===== src/spic_pkg.sv =====
/*
  Constants, timing counts and enumerations shared by the sector program
  and identification host controller and its data FIFO.
  Assumes a 200 MHz system clock; all pin timings are derived from it.
*/
package spic_pkg;

  localparam int ADDR_W = 15;
  localparam int DATA_W = 8;
  localparam int SECTOR_BYTES = 64;
  localparam int BYTE_IDX_W = 6;
  localparam int FIFO_DEPTH = 16;
  localparam int TOGGLE_BIT = 6;
  localparam int TIMER_W = 8;
  localparam int WAIT_W = 16;
  localparam int WC_W = 23;

  // clock period and pin timing
  localparam int CLK_PERIOD_PS = 5000;
  localparam int T_SETUP_NS = 10;
  localparam int T_WP_NS = 200;
  localparam int T_WPH_NS = 200;
  localparam int T_ACC_NS = 150;
  localparam int T_OEHP_NS = 150;
  localparam int BYTE_LOAD_WINDOW_US = 150;
  localparam int T_WC_MS = 20;

  // least times round up, longest times round down
  localparam int SETUP_CYC = (T_SETUP_NS * 1000 + CLK_PERIOD_PS - 1)
                             / CLK_PERIOD_PS;
  localparam int WP_CYC = (T_WP_NS * 1000 + CLK_PERIOD_PS - 1)
                          / CLK_PERIOD_PS;
  localparam int WPH_CYC = (T_WPH_NS * 1000 + CLK_PERIOD_PS - 1)
                           / CLK_PERIOD_PS;
  localparam int ACC_CYC = (T_ACC_NS * 1000 + CLK_PERIOD_PS - 1)
                           / CLK_PERIOD_PS;
  localparam int OEHP_CYC = (T_OEHP_NS * 1000 + CLK_PERIOD_PS - 1)
                            / CLK_PERIOD_PS;
  localparam int BYTE_LOAD_WINDOW_CYC = (BYTE_LOAD_WINDOW_US * 1000000)
                                        / CLK_PERIOD_PS;
  localparam int WRITE_CYCLE_CYC = (T_WC_MS * 1000000) / CLK_PERIOD_PS * 1000;
  // one full write access, subtracted from the byte load window as margin
  localparam int LOAD_SLACK_CYC = SETUP_CYC + WP_CYC + WPH_CYC + 4;

  // command code addresses and data
  localparam logic [ADDR_W-1:0] CODE_ADDR_A = 15'h5555;
  localparam logic [ADDR_W-1:0] CODE_ADDR_B = 15'h2AAA;
  localparam logic [DATA_W-1:0] CODE_DATA_1 = 8'hAA;
  localparam logic [DATA_W-1:0] CODE_DATA_2 = 8'h55;
  localparam logic [DATA_W-1:0] CODE_PROGRAM = 8'hA0;
  localparam logic [DATA_W-1:0] CODE_ID_ENTRY = 8'h90;
  localparam logic [DATA_W-1:0] CODE_ID_EXIT = 8'hF0;
  localparam logic [1:0] CODE_LAST_IDX = 2'h2;
  localparam logic [ADDR_W-1:0] ID_ADDR_MAKER = 15'h0000;
  localparam logic [ADDR_W-1:0] ID_ADDR_PART = 15'h0001;

  typedef enum logic [1:0] {
    CMD_READ,
    CMD_PROGRAM,
    CMD_IDENT
  } spic_cmd_e;

  typedef enum logic [1:0] {
    SEL_PROGRAM,
    SEL_ID_ENTRY,
    SEL_ID_EXIT
  } spic_code_e;

endpackage


===== src/spic_fifo.sv =====
/*
  Flip-flop FIFO with valid/ready on both sides.
  Assumes DEPTH is a power of two; one clock, asynchronous active-low reset.
*/
`timescale 1ns/1ps
module spic_fifo #(
  parameter int WIDTH = 8,
  parameter int DEPTH = 16
) (
  // clock and reset
  input wire logic clk_sys_in,
  input wire logic nrst_in,
  // fill side
  input wire logic in_valid_in,
  input wire logic [WIDTH-1:0] in_data_in,
  output logic in_ready_out,
  // drain side
  output logic out_valid_out,
  output logic [WIDTH-1:0] out_data_out,
  input wire logic out_ready_in
);
  localparam int PTR_W = $clog2(DEPTH);

  logic [WIDTH-1:0] mem_reg [DEPTH];
  logic [WIDTH-1:0] mem_next [DEPTH];
  logic [PTR_W-1:0] wr_ptr_reg, wr_ptr_next, rd_ptr_reg, rd_ptr_next;
  logic [PTR_W:0] count_reg, count_next;
  logic push, pop;

  assign in_ready_out = (count_reg != (PTR_W+1)'(DEPTH));
  assign out_valid_out = (count_reg != '0);
  assign out_data_out = mem_reg[rd_ptr_reg];
  assign push = in_valid_in & in_ready_out;
  assign pop = out_valid_out & out_ready_in;

  always_comb begin
    mem_next = mem_reg;
    wr_ptr_next = wr_ptr_reg;
    rd_ptr_next = rd_ptr_reg;
    count_next = count_reg;
    if (push) begin
      mem_next[wr_ptr_reg] = in_data_in;
      wr_ptr_next = wr_ptr_reg + 1'b1;
    end
    if (pop) begin
      rd_ptr_next = rd_ptr_reg + 1'b1;
    end
    if (push && !pop) begin
      count_next = count_reg + 1'b1;
    end else if (pop && !push) begin
      count_next = count_reg - 1'b1;
    end
  end

  always_ff @(posedge clk_sys_in or negedge nrst_in) begin
    if (!nrst_in) begin
      for (int i = 0; i < DEPTH; i++) begin
        mem_reg[i] <= '0;
      end
      wr_ptr_reg <= '0;
      rd_ptr_reg <= '0;
      count_reg <= '0;
    end else begin
      mem_reg <= mem_next;
      wr_ptr_reg <= wr_ptr_next;
      rd_ptr_reg <= rd_ptr_next;
      count_reg <= count_next;
    end
  end

endmodule


===== src/spic_ctrl.sv =====
/*
  Host-side controller for a parallel clockless flash: sector program with
  unlock code, toggle-bit completion polling, identification read, plain
  read. Drives chip select, output enable, write strobe, address and data.
  Assumes data_in is synchronous to clk_sys_in and one command at a time.
*/
`timescale 1ns/1ps
// Contract
// - each byte load carries the sector address on the upper address bits.
// - every sector program loads all 64 bytes; a data-starved load stops early and sets error_out instead.
// - successive byte loads start within the byte load window.
// - each read strobe during programming advances the toggle status.
// - toggle polling keeps one fixed address for every read.
module spic_ctrl
  import spic_pkg::*;
#(
  parameter int BLC_CYC = spic_pkg::BYTE_LOAD_WINDOW_CYC,
  parameter int WC_CYC = spic_pkg::WRITE_CYCLE_CYC
) (
  // clock and reset
  input wire logic clk_sys_in,
  input wire logic nrst_in,
  // command port
  input wire logic cmd_valid_in,
  input wire spic_pkg::spic_cmd_e cmd_in,
  input wire logic [spic_pkg::ADDR_W-1:0] cmd_addr_in,
  output logic cmd_ready_out,
  // sector data stream
  input wire logic wr_valid_in,
  input wire logic [spic_pkg::DATA_W-1:0] wr_data_in,
  output logic wr_ready_out,
  // results
  output logic done_out,
  output logic error_out,
  output logic [spic_pkg::DATA_W-1:0] rd_data_out,
  output logic [spic_pkg::DATA_W-1:0] maker_code_out,
  output logic [spic_pkg::DATA_W-1:0] part_code_out,
  // flash pins
  output logic [spic_pkg::ADDR_W-1:0] flash_addr_out,
  output logic [spic_pkg::DATA_W-1:0] flash_data_out,
  output logic flash_data_oe_out,
  input wire logic [spic_pkg::DATA_W-1:0] flash_data_in,
  output logic flash_ce_n_out,
  output logic flash_oe_n_out,
  output logic flash_we_n_out
);
  import spic_pkg::*;

  localparam logic [WAIT_W-1:0] LOAD_WAIT_MAX =
    WAIT_W'(BLC_CYC - LOAD_SLACK_CYC);
  localparam logic [WC_W-1:0] WC_MAX = WC_W'(WC_CYC);
  localparam logic [WAIT_W-1:0] BLC_WAIT = WAIT_W'(BLC_CYC);

  typedef enum logic [2:0] {
    ST_IDLE, ST_CODE, ST_LOAD, ST_POLL, ST_ID, ST_READ, ST_FINISH
  } spic_state_e;
  typedef enum logic [1:0] {PH_SETUP, PH_STROBE, PH_RECOVER} spic_phase_e;

  spic_state_e state_reg, state_next;
  spic_phase_e phase_reg, phase_next;
  spic_code_e sel_reg, sel_next;
  logic [TIMER_W-1:0] timer_reg, timer_next;
  logic [1:0] code_idx_reg, code_idx_next;
  logic [BYTE_IDX_W-1:0] byte_idx_reg, byte_idx_next;
  logic [ADDR_W-1:0] base_reg, base_next, addr_reg, addr_next;
  logic [DATA_W-1:0] wdata_reg, wdata_next, rdata_reg, rdata_next;
  logic [DATA_W-1:0] rd_reg, rd_next, maker_reg, maker_next;
  logic [DATA_W-1:0] part_reg, part_next;
  logic busy_reg, busy_next, wr_reg, wr_next;
  logic prev_tog_reg, prev_tog_next, first_reg, first_next;
  logic [WAIT_W-1:0] wait_reg, wait_next;
  logic [WC_W-1:0] wc_reg, wc_next;
  logic err_reg, err_next, done_reg, done_next;
  logic ce_n_reg, ce_n_next, oe_n_reg, oe_n_next, we_n_reg, we_n_next;
  logic acc_done, issue, issue_wr, pop, strobe;
  logic [ADDR_W-1:0] issue_addr;
  logic [DATA_W-1:0] issue_data, code_data, fifo_data;
  logic fifo_valid;

  spic_fifo #(
    .WIDTH(DATA_W),
    .DEPTH(FIFO_DEPTH)
  ) u_fifo (
    .clk_sys_in(clk_sys_in),
    .nrst_in(nrst_in),
    .in_valid_in(wr_valid_in),
    .in_data_in(wr_data_in),
    .in_ready_out(wr_ready_out),
    .out_valid_out(fifo_valid),
    .out_data_out(fifo_data),
    .out_ready_in(pop)
  );

  assign cmd_ready_out = (state_reg == ST_IDLE);
  assign done_out = done_reg;
  assign error_out = err_reg;
  assign rd_data_out = rd_reg;
  assign maker_code_out = maker_reg;
  assign part_code_out = part_reg;
  assign flash_addr_out = addr_reg;
  assign flash_data_out = wdata_reg;
  assign flash_data_oe_out = busy_reg & wr_reg;
  assign flash_ce_n_out = ce_n_reg;
  assign flash_oe_n_out = oe_n_reg;
  assign flash_we_n_out = we_n_reg;

  ////////////////////////////////////////////////////////////////////////////
  // command code table: two fixed unlock writes, then the command byte

  always_comb begin
    case (sel_reg)
      SEL_PROGRAM: code_data = CODE_PROGRAM;
      SEL_ID_ENTRY: code_data = CODE_ID_ENTRY;
      default: code_data = CODE_ID_EXIT;
    endcase
    if (code_idx_reg == 2'h0) begin
      code_data = CODE_DATA_1;
    end else if (code_idx_reg == 2'h1) begin
      code_data = CODE_DATA_2;
    end
  end

  ////////////////////////////////////////////////////////////////////////////
  // access engine and sequencer

  always_comb begin
    state_next = state_reg;
    phase_next = phase_reg;
    sel_next = sel_reg;
    timer_next = timer_reg;
    code_idx_next = code_idx_reg;
    byte_idx_next = byte_idx_reg;
    base_next = base_reg;
    addr_next = addr_reg;
    wdata_next = wdata_reg;
    rdata_next = rdata_reg;
    rd_next = rd_reg;
    maker_next = maker_reg;
    part_next = part_reg;
    busy_next = busy_reg;
    wr_next = wr_reg;
    prev_tog_next = prev_tog_reg;
    first_next = first_reg;
    wait_next = wait_reg;
    wc_next = wc_reg;
    err_next = err_reg;
    done_next = 1'b0;
    acc_done = 1'b0;
    issue = 1'b0;
    issue_wr = 1'b0;
    issue_addr = base_reg;
    issue_data = '0;
    pop = 1'b0;

    if (busy_reg) begin
      if (timer_reg != '0) begin
        timer_next = timer_reg - 1'b1;
      end else begin
        case (phase_reg)
          PH_SETUP: begin
            phase_next = PH_STROBE;
            timer_next = wr_reg ? TIMER_W'(WP_CYC) : TIMER_W'(ACC_CYC);
          end
          PH_STROBE: begin
            phase_next = PH_RECOVER;
            timer_next = wr_reg ? TIMER_W'(WPH_CYC) : TIMER_W'(OEHP_CYC);
            if (!wr_reg) begin
              rdata_next = flash_data_in;
            end
          end
          default: begin
            busy_next = 1'b0;
            acc_done = 1'b1;
          end
        endcase
      end
    end

    case (state_reg)
      ST_IDLE: begin
        if (cmd_valid_in) begin
          base_next = cmd_addr_in;
          code_idx_next = 2'h0;
          byte_idx_next = '0;
          case (cmd_in)
            CMD_PROGRAM: begin
              err_next = 1'b0;
              sel_next = SEL_PROGRAM;
              state_next = ST_CODE;
            end
            CMD_IDENT: begin
              sel_next = SEL_ID_ENTRY;
              state_next = ST_CODE;
            end
            default: state_next = ST_READ;
          endcase
        end
      end
      ST_CODE: begin
        if (acc_done) begin
          if (code_idx_reg == CODE_LAST_IDX) begin
            code_idx_next = 2'h0;
            wait_next = '0;
            case (sel_reg)
              SEL_PROGRAM: state_next = ST_LOAD;
              SEL_ID_ENTRY: state_next = ST_ID;
              default: state_next = ST_FINISH;
            endcase
          end else begin
            code_idx_next = code_idx_reg + 1'b1;
          end
        end else if (!busy_reg) begin
          issue = 1'b1;
          issue_wr = 1'b1;
          issue_addr = (code_idx_reg == 2'h1) ? CODE_ADDR_B : CODE_ADDR_A;
          issue_data = code_data;
        end
      end
      ST_LOAD: begin
        if (acc_done) begin
          wait_next = '0;
          if (byte_idx_reg == BYTE_IDX_W'(SECTOR_BYTES - 1)) begin
            state_next = ST_POLL;
            first_next = 1'b1;
            wc_next = '0;
          end else begin
            byte_idx_next = byte_idx_reg + 1'b1;
          end
        end else if (!busy_reg) begin
          if (fifo_valid) begin
            pop = 1'b1;
            issue = 1'b1;
            issue_wr = 1'b1;
            issue_addr = {base_reg[ADDR_W-1:BYTE_IDX_W], byte_idx_reg};
            issue_data = fifo_data;
          end else if (wait_reg >= LOAD_WAIT_MAX) begin
            // data starved: the device closes the load on its own
            err_next = 1'b1;
            state_next = ST_POLL;
            first_next = 1'b1;
            wc_next = '0;
          end else begin
            wait_next = wait_reg + 1'b1;
          end
        end
      end
      ST_POLL: begin
        wc_next = wc_reg + 1'b1;
        if (acc_done) begin
          prev_tog_next = rdata_reg[TOGGLE_BIT];
          first_next = 1'b0;
          if (!first_reg && (rdata_reg[TOGGLE_BIT] == prev_tog_reg)) begin
            state_next = ST_FINISH;
          end
        end else if (!busy_reg) begin
          if (wc_reg >= WC_MAX) begin
            // timeout only between accesses, so no strobe is left hanging
            err_next = 1'b1;
            state_next = ST_FINISH;
          end else if (first_reg && (wait_reg < BLC_WAIT)) begin
            // programming starts only once the load window has closed
            wait_next = wait_reg + 1'b1;
          end else begin
            issue = 1'b1;
            issue_addr = base_reg;
          end
        end
      end
      ST_ID: begin
        if (acc_done) begin
          if (byte_idx_reg[0]) begin
            part_next = rdata_reg;
            sel_next = SEL_ID_EXIT;
            state_next = ST_CODE;
          end else begin
            maker_next = rdata_reg;
            byte_idx_next = BYTE_IDX_W'(1);
          end
        end else if (!busy_reg) begin
          issue = 1'b1;
          issue_addr = byte_idx_reg[0] ? ID_ADDR_PART : ID_ADDR_MAKER;
        end
      end
      ST_READ: begin
        if (acc_done) begin
          rd_next = rdata_reg;
          state_next = ST_FINISH;
        end else if (!busy_reg) begin
          issue = 1'b1;
        end
      end
      ST_FINISH: begin
        done_next = 1'b1;
        state_next = ST_IDLE;
      end
      default: state_next = ST_IDLE;
    endcase

    if (issue) begin
      busy_next = 1'b1;
      phase_next = PH_SETUP;
      timer_next = TIMER_W'(SETUP_CYC);
      wr_next = issue_wr;
      addr_next = issue_addr;
      wdata_next = issue_data;
    end

    strobe = busy_next & (phase_next == PH_STROBE);
    ce_n_next = ~strobe;
    we_n_next = ~(strobe & wr_next);
    oe_n_next = ~(strobe & ~wr_next);
  end

  always_ff @(posedge clk_sys_in or negedge nrst_in) begin
    if (!nrst_in) begin
      state_reg <= ST_IDLE;
      phase_reg <= PH_SETUP;
      sel_reg <= SEL_PROGRAM;
      timer_reg <= '0;
      code_idx_reg <= '0;
      byte_idx_reg <= '0;
      base_reg <= '0;
      addr_reg <= '0;
      wdata_reg <= '0;
      rdata_reg <= '0;
      rd_reg <= '0;
      maker_reg <= '0;
      part_reg <= '0;
      busy_reg <= 1'b0;
      wr_reg <= 1'b0;
      prev_tog_reg <= 1'b0;
      first_reg <= 1'b1;
      wait_reg <= '0;
      wc_reg <= '0;
      err_reg <= 1'b0;
      done_reg <= 1'b0;
      ce_n_reg <= 1'b1;
      oe_n_reg <= 1'b1;
      we_n_reg <= 1'b1;
    end else begin
      state_reg <= state_next;
      phase_reg <= phase_next;
      sel_reg <= sel_next;
      timer_reg <= timer_next;
      code_idx_reg <= code_idx_next;
      byte_idx_reg <= byte_idx_next;
      base_reg <= base_next;
      addr_reg <= addr_next;
      wdata_reg <= wdata_next;
      rdata_reg <= rdata_next;
      rd_reg <= rd_next;
      maker_reg <= maker_next;
      part_reg <= part_next;
      busy_reg <= busy_next;
      wr_reg <= wr_next;
      prev_tog_reg <= prev_tog_next;
      first_reg <= first_next;
      wait_reg <= wait_next;
      wc_reg <= wc_next;
      err_reg <= err_next;
      done_reg <= done_next;
      ce_n_reg <= ce_n_next;
      oe_n_reg <= oe_n_next;
      we_n_reg <= we_n_next;
    end
  end

endmodule


===== config.mk =====
export PLATFORM = sky130hd
export DESIGN_NAME = spic_ctrl
export DESIGN_NICKNAME = d
export VERILOG_FILES = /design/src/spic_pkg.sv /design/src/spic_fifo.sv /design/src/spic_ctrl.sv
export SDC_FILE = /design/constraint.sdc
export NUM_CORES = 1
export LEC_CHECK = 0
export ABC_AREA = 1
export BUFFER_PORTS_ARGS = -buffer_cell sky130_fd_sc_hd__buf_2
export CORE_ASPECT_RATIO = 1.75
export CORE_MARGIN = 2
export CORE_UTILIZATION = 61
export CTS_CLUSTER_SIZE = 25
export DETAILED_ROUTE_END_ITERATION = 16
export PLACE_DENSITY_LB_ADDON = 0.1
export SLEW_MARGIN = 10
export SYNTH_ARGS = -nofsm -noshare
export SYNTH_HDL_FRONTEND = slang
export SYNTH_SLANG_ARGS = --single-unit

===== constraint.sdc =====
create_clock -name clk_sys_in -period 3.7 [get_ports clk_sys_in]
set_clock_uncertainty 0.05 [all_clocks]
set_input_delay 0 -clock clk_sys_in [delete_from_list [all_inputs] [get_ports clk_sys_in]]
set_output_delay 0 -clock clk_sys_in [all_outputs]
set_load 0.01 [all_outputs]

# Word level (Yosys, flattened, before mapping)
# Cells that the tools add are included.
[totals]
register_bits = 282
input_bits = 37
word_cells = 282
[classes]
addsub = 9
magnitude_cmp = 6
eq_ne = 45
n_mux = 121
n_bitwise = 15
reduce_logical = 42
[ops]
columns = ["cell", "count"]
rows = [
  ["16-bit two-way mux", 10],
  ["128-bit bitwise mux", 1],
  ["23-bit two-way mux", 5],
  ["8-bit two-way mux", 14],
  ["15-bit two-way mux", 5],
  ["6-bit two-way mux", 9],
  ["3-bit two-way mux", 16],
  ["16-bit one-hot mux with 3 select lines", 1],
  ["23-bit one-hot mux with 2 select lines", 1],
  ["15-bit one-hot mux with 3 select lines", 1],
  ["2-bit inequality test, second input constant", 19],
  ["8-bit binary-select mux with 4-bit select", 1],
  ["8-bit demux with 4-bit select", 1],
  ["1-bit two-way mux", 32],
  ["3-bit inequality test, second input constant", 8],
  ["23-bit by 1-bit adder with 23-bit output, second input constant", 1],
  ["23-bit by 22-bit >= comparator with 1-bit output, second input constant", 1],
  ["10-bit AND reduction", 2],
  ["2-bit two-way mux", 9],
  ["3-bit one-hot mux with 6 select lines", 1],
  ["6-bit one-hot mux with 3 select lines", 1],
  ["16-bit by 1-bit adder with 16-bit output, second input constant", 1],
  ["16-bit by 15-bit >= comparator with 1-bit output, second input constant", 1],
  ["16-bit by 15-bit less-than comparator with 1-bit output, second input constant", 1],
  ["44 further kinds", 96],
]

# Longest topological paths before layout
[logic_depth]
word_depth = 12
ltp_mapped = 18
mapped_depth_nobuf = 17

# Modules after synthesis
# From an unflattened synthesis, not the netlist that was laid out.
[hier_totals]
hier_cells = 2102
hier_area_um2 = 15732.6
[by_module_without_submodules]
columns = ["mod", "n_inst", "cells_each", "area_each_um2", "seq_area_each_um2"]
rows = [
  ["spic_fifo", 1, 1067, 8039.0, 3528.4],
  ["spic_ctrl", 1, 1035, 7693.6, 3533.4],
]

# Worst setup path after synthesis
# Ideal clock, no wire load.
[synth_timing]
path_kind = "reg2reg"
startpoint = "reg state_reg[2]"
endpoint = "reg u_fifo.count_reg[4]"
setup_ps = 125
arrival_ps = 2585
path_slack_ps = 940
path_stages_with_launch = 17
path_buffers = 1
synth_period_minus_slack_ps = 2760
path_cell_list = "dfrtp_1 inv_2 nand2_2 nor2_4 nand2_2 nor2_8 inv_2 clkbuf_1 ha_1 inv_1 ha_1 a21o_1 a31oi_1 nand2_1 nand2_1 nor2_1 xor2_1"
[synth_between]
elab_chain_len = 6
[synth_lines]
columns = ["item", "line", "rtl"]
rows = [
  ["start: declaration", "spic_ctrl.sv:59", "spic_state_e state_reg, state_next;"],
  ["start signal: assignment", "spic_ctrl.sv:341", "state_reg <= state_next;"],
  ["3-bit by 2-bit equality test with 1-bit output *", "spic_ctrl.sv:179", "case (state_reg)"],
  ["1-bit two-way mux *", "spic_ctrl.sv:179", ""],
  ["1-bit AND *", "spic_fifo.sv:34", "assign pop = out_valid_out & out_ready_in;"],
  ["1-bit zero test", "spic_fifo.sv:48", "if (push && !pop) begin"],
  ["1-bit logical AND", "spic_fifo.sv:48", ""],
  ["5-bit two-way mux or 2-bit nonzero test (tied branches)", "--", ""],
  ["end signal: assignment", "spic_fifo.sv:67", "count_reg <= count_next;"],
  ["end: declaration", "spic_fifo.sv:27", "logic [PTR_W:0] count_reg, count_next;"],
]
# Mark *: on every way between the ends. The rest lies on a longest branch, timed or not.
# A chain may end at the register's enable or synchronous reset.

# Worst setup path after layout
# Ends and elaborated chain as after synthesis.

==> impl_results.md <==
* Status: finished, final reports clean
* Hold Crit Class: in -> async
* CTS tree: done
* I/O pins at 92
* DP Wirelength at 28.28 mm
* Placed Area at 14870 µm²
* Syn_nets at 1858
* Worst R2R Path Depth at 15
* Max reg flops at 128
* Switching share of power at 0.2937
* Overflow after GRT at 0
* Final setup viols at 0
* Final period util at 0.8420
* Area Growth Syn to Fin at 12.96%
* Library cells used by synthesis at 52
* Largest net degree at the start of global routing at 101
* CP Launch Type: register
* RSZ-0062 raised after global routing: false
* Die footprint at 24650 µm²
* Tightest Pin Transition at about 1100 ps
* CTS buffer count at 27
* Max_cap viols at 0
* Chip Width at around 120 µm
* Final nets at 1944
* Fmax at 321.0 MHz
* Routed wire per std cell at 18.25 µm
* Via/cell ratio at 5.790
* Seq pwr share at 0.495
* Final core occ at 0.6956
* CTS Root Cell: clkbuf_16
* CTS Buffer Depth at 3
* P per Cell Area at 521.7 nW/µm²
* Endpoint class of the critical path: register
* Synthesized instance count at 1800
* Relative slew slack at 0.2922
* Initial Utilization at 0.6158
* Iteration-0 DRC Markers at 898
* Setup crit start: state_reg[2]
* Origin of the critical flop-to-flop path: state_reg[2]
* Postcts setup bufs at 0
* Antenna diodes at 0
* Cell internal pwr at about 0.006 W
* Final Instance Area at 16100 µm²
* Worst-Skew Late Latency at 550 ps
* Vias after detailed routing at 12797
* Final hold violations at 0
* # rows at 74
* Sw power at between 0.002 and 0.0025 W
* Core region area at approximately 23000 µm²
* Die Height at 206.2 µm
* Reg clk slew, reported paths at 70 ps
* Mean post-synth cell area at between 7 and 8 µm²
* Critical path fanouts, max at 19
* Vias in the first global route at 12643
* Port buffer count at between 90 and 100
* DRT Pass-1 Iters at 5
* Largest cells by area after synthesis: dfrtp_1 49%, nand2_1 14%, o21ai_0 8.0%
* Critical path type: reg -> reg
* Mapped Area at 14250 µm²
* EDFF count, synth at 0
* Crit path time final at 3115 ps
* Hold_ws at ~43 ps
* Max Slew Vio Count at 0
* Yosys Warn Count at 0
* Comb pwr share at 0.169
* Static Leak at 7.850 nW
* VDD IR max at 0.0006666 V
* Reg2Reg Setup Slack at 580 ps
* Share of cells above drive strength 1 at 0.1076
* Clk pwr share at 0.336
* Ys async rst share at 1.000
* Final WL at a little over 40 mm
* Synth top area share at 0.4881
* Top cell type by total area after synthesis: dfrtp_1
* Initial antenna violation count at 0
* FF+latch count, synth at 282
* Setup_tns at 0 ps
* First-pass GRT wire length at 64.69 mm
* Crit path to: u_fifo.count_reg[4]
* ANT nets after route at 0
* Prevailing post-synth register cell: dfrtp_1
* H-tree levels at 1
* WP data required at 4080 ps
* DRC Markers at 0
* CP Data Arrival Time at 3500 ps
* Clock sinks at 282
* Gpl congestion at 0.9912
* R2R Path End: u_fifo.count_reg[4]
* Gr usage total at 0.3340
* Total power at ~0.0084 W
* Sequential share of the synthesized area at 0.4954
[cell usage after synthesis, drive strengths merged, types with 7 or more instances]
library cell	count
nand2	546
dfrtp	278
o21ai	249
nor2	155
inv	145
nand3	106
nand4	58
clkbuf	55
a21oi	43
buf	23
nor3	23
xor2	23
ha	20
o211ai	16
o2111ai	13
nand3b	7
[stage by stage]
step | cells | setup slack (ps)
final | 2210 | 584.7
after global routing | 2210 | 340.2
after CTS | 2210 | 647.6
after detailed placement | 2129 | 669.4
after global placement | 2129 | 720.9
after floorplan | 1800 | 939.6
[cells by family after synthesis]
family	share of synthesized area
xor+xnor	0.01720
buf+inv	0.06268
simple gates	0.2733
compound gates	0.1324
fa+ha+maj	0.01896
flops	0.4954
[cells in the final DEF, fill, tap and decap left out, drive strengths merged, types with 2 or more instances in the layout]
cell type / count
or2: 6
xor2: 23
o21ai: 249
a211oi: 6
o2111ai: 13
nand3: 106
a21oi: 43
inv: 145
o211ai: 16
nand2: 546
nand4: 58
a21o: 2
o21bai: 2
nor3: 23
dfstp: 4
nand3b: 7
clkbuf: 36
clkinvlp: 3
ha: 20
dfrtp: 278
a31oi: 2
clkinv: 10
dlygate4sd3: 32
xnor2: 5
nor2: 155
bufinv: 2
buf: 103
and2: 2
[cell type report]
type | instances | area, µm²
well taps | 304 | 380.4
multi-input cells | 1293 | 6299
repair buffers | 135 | 900.9
fillers | 1900 | 7047
inverters | 147 | 551.8
clock buffers | 36 | 779.5
clock inverters | 13 | 126.4
flip-flops and latches | 282 | 7063
[metal layers]
| layer | wire length, µm | GRT usage | vias to the layer above |
|---|---|---|---|
| met4 | 3196 | 0.2345 | 0 |
| met3 | 1517 | 0.03118 | 181 |
| met1 | 14250 | 0.3559 | 6127 |
| met2 | 21380 | 0.6149 | 413 |
| li1 | - | - | 6076 |
| met5 | 0 | 0 | - |
[repair_timing]
action / CTS / global route
hold endpoints to repair: 157 / 0
gates resized for setup: 0 / 0
hold buffers: 32 / 0
endpoints found under the setup margin: 0 / 0
[worst min path at each step]
stage | cells after the start | endpoint | from
floorplan | 0 | base_reg[0] | nrst_in
global placement | 1 | byte_idx_reg[5] | nrst_in
detailed placement | 1 | byte_idx_reg[5] | nrst_in
CTS | 7 | state_reg[2] | cmd_in[0]
global route | 5 | sel_reg[0] | cmd_in[0]
finish | 2 | byte_idx_reg[5] | nrst_in
[worst max-delay path, stage by stage (launching register included)]
cell     delay (ps)
dfrtp_1         470
inv_2           170
nand2_2         190
nor2_4          240
nand2_2         130
nor2_8          270
inv_2            60
ha_1            230
inv_1           150
ha_1            290
a21o_1          190
a31oi_1         190
nand2_1          90
nand2_1          80
nor2_1           50
xor2_1          130
[power by group through the flow]
stage / clock network [W] / logic (W) / registers (W)
final: 0.00282 / 0.00142 / 0.00416
after global routing: 0.00299 / 0.00166 / 0.00423
after CTS: 0.00287 / 0.00142 / 0.00415
after detailed placement: 0 / 0.00138 / 0.00420
after global placement: 0 / 0.00132 / 0.00418
after floorplan: 0 / 0.00100 / 0.00410
Note: power is estimated with default switching activity, not from simulation.
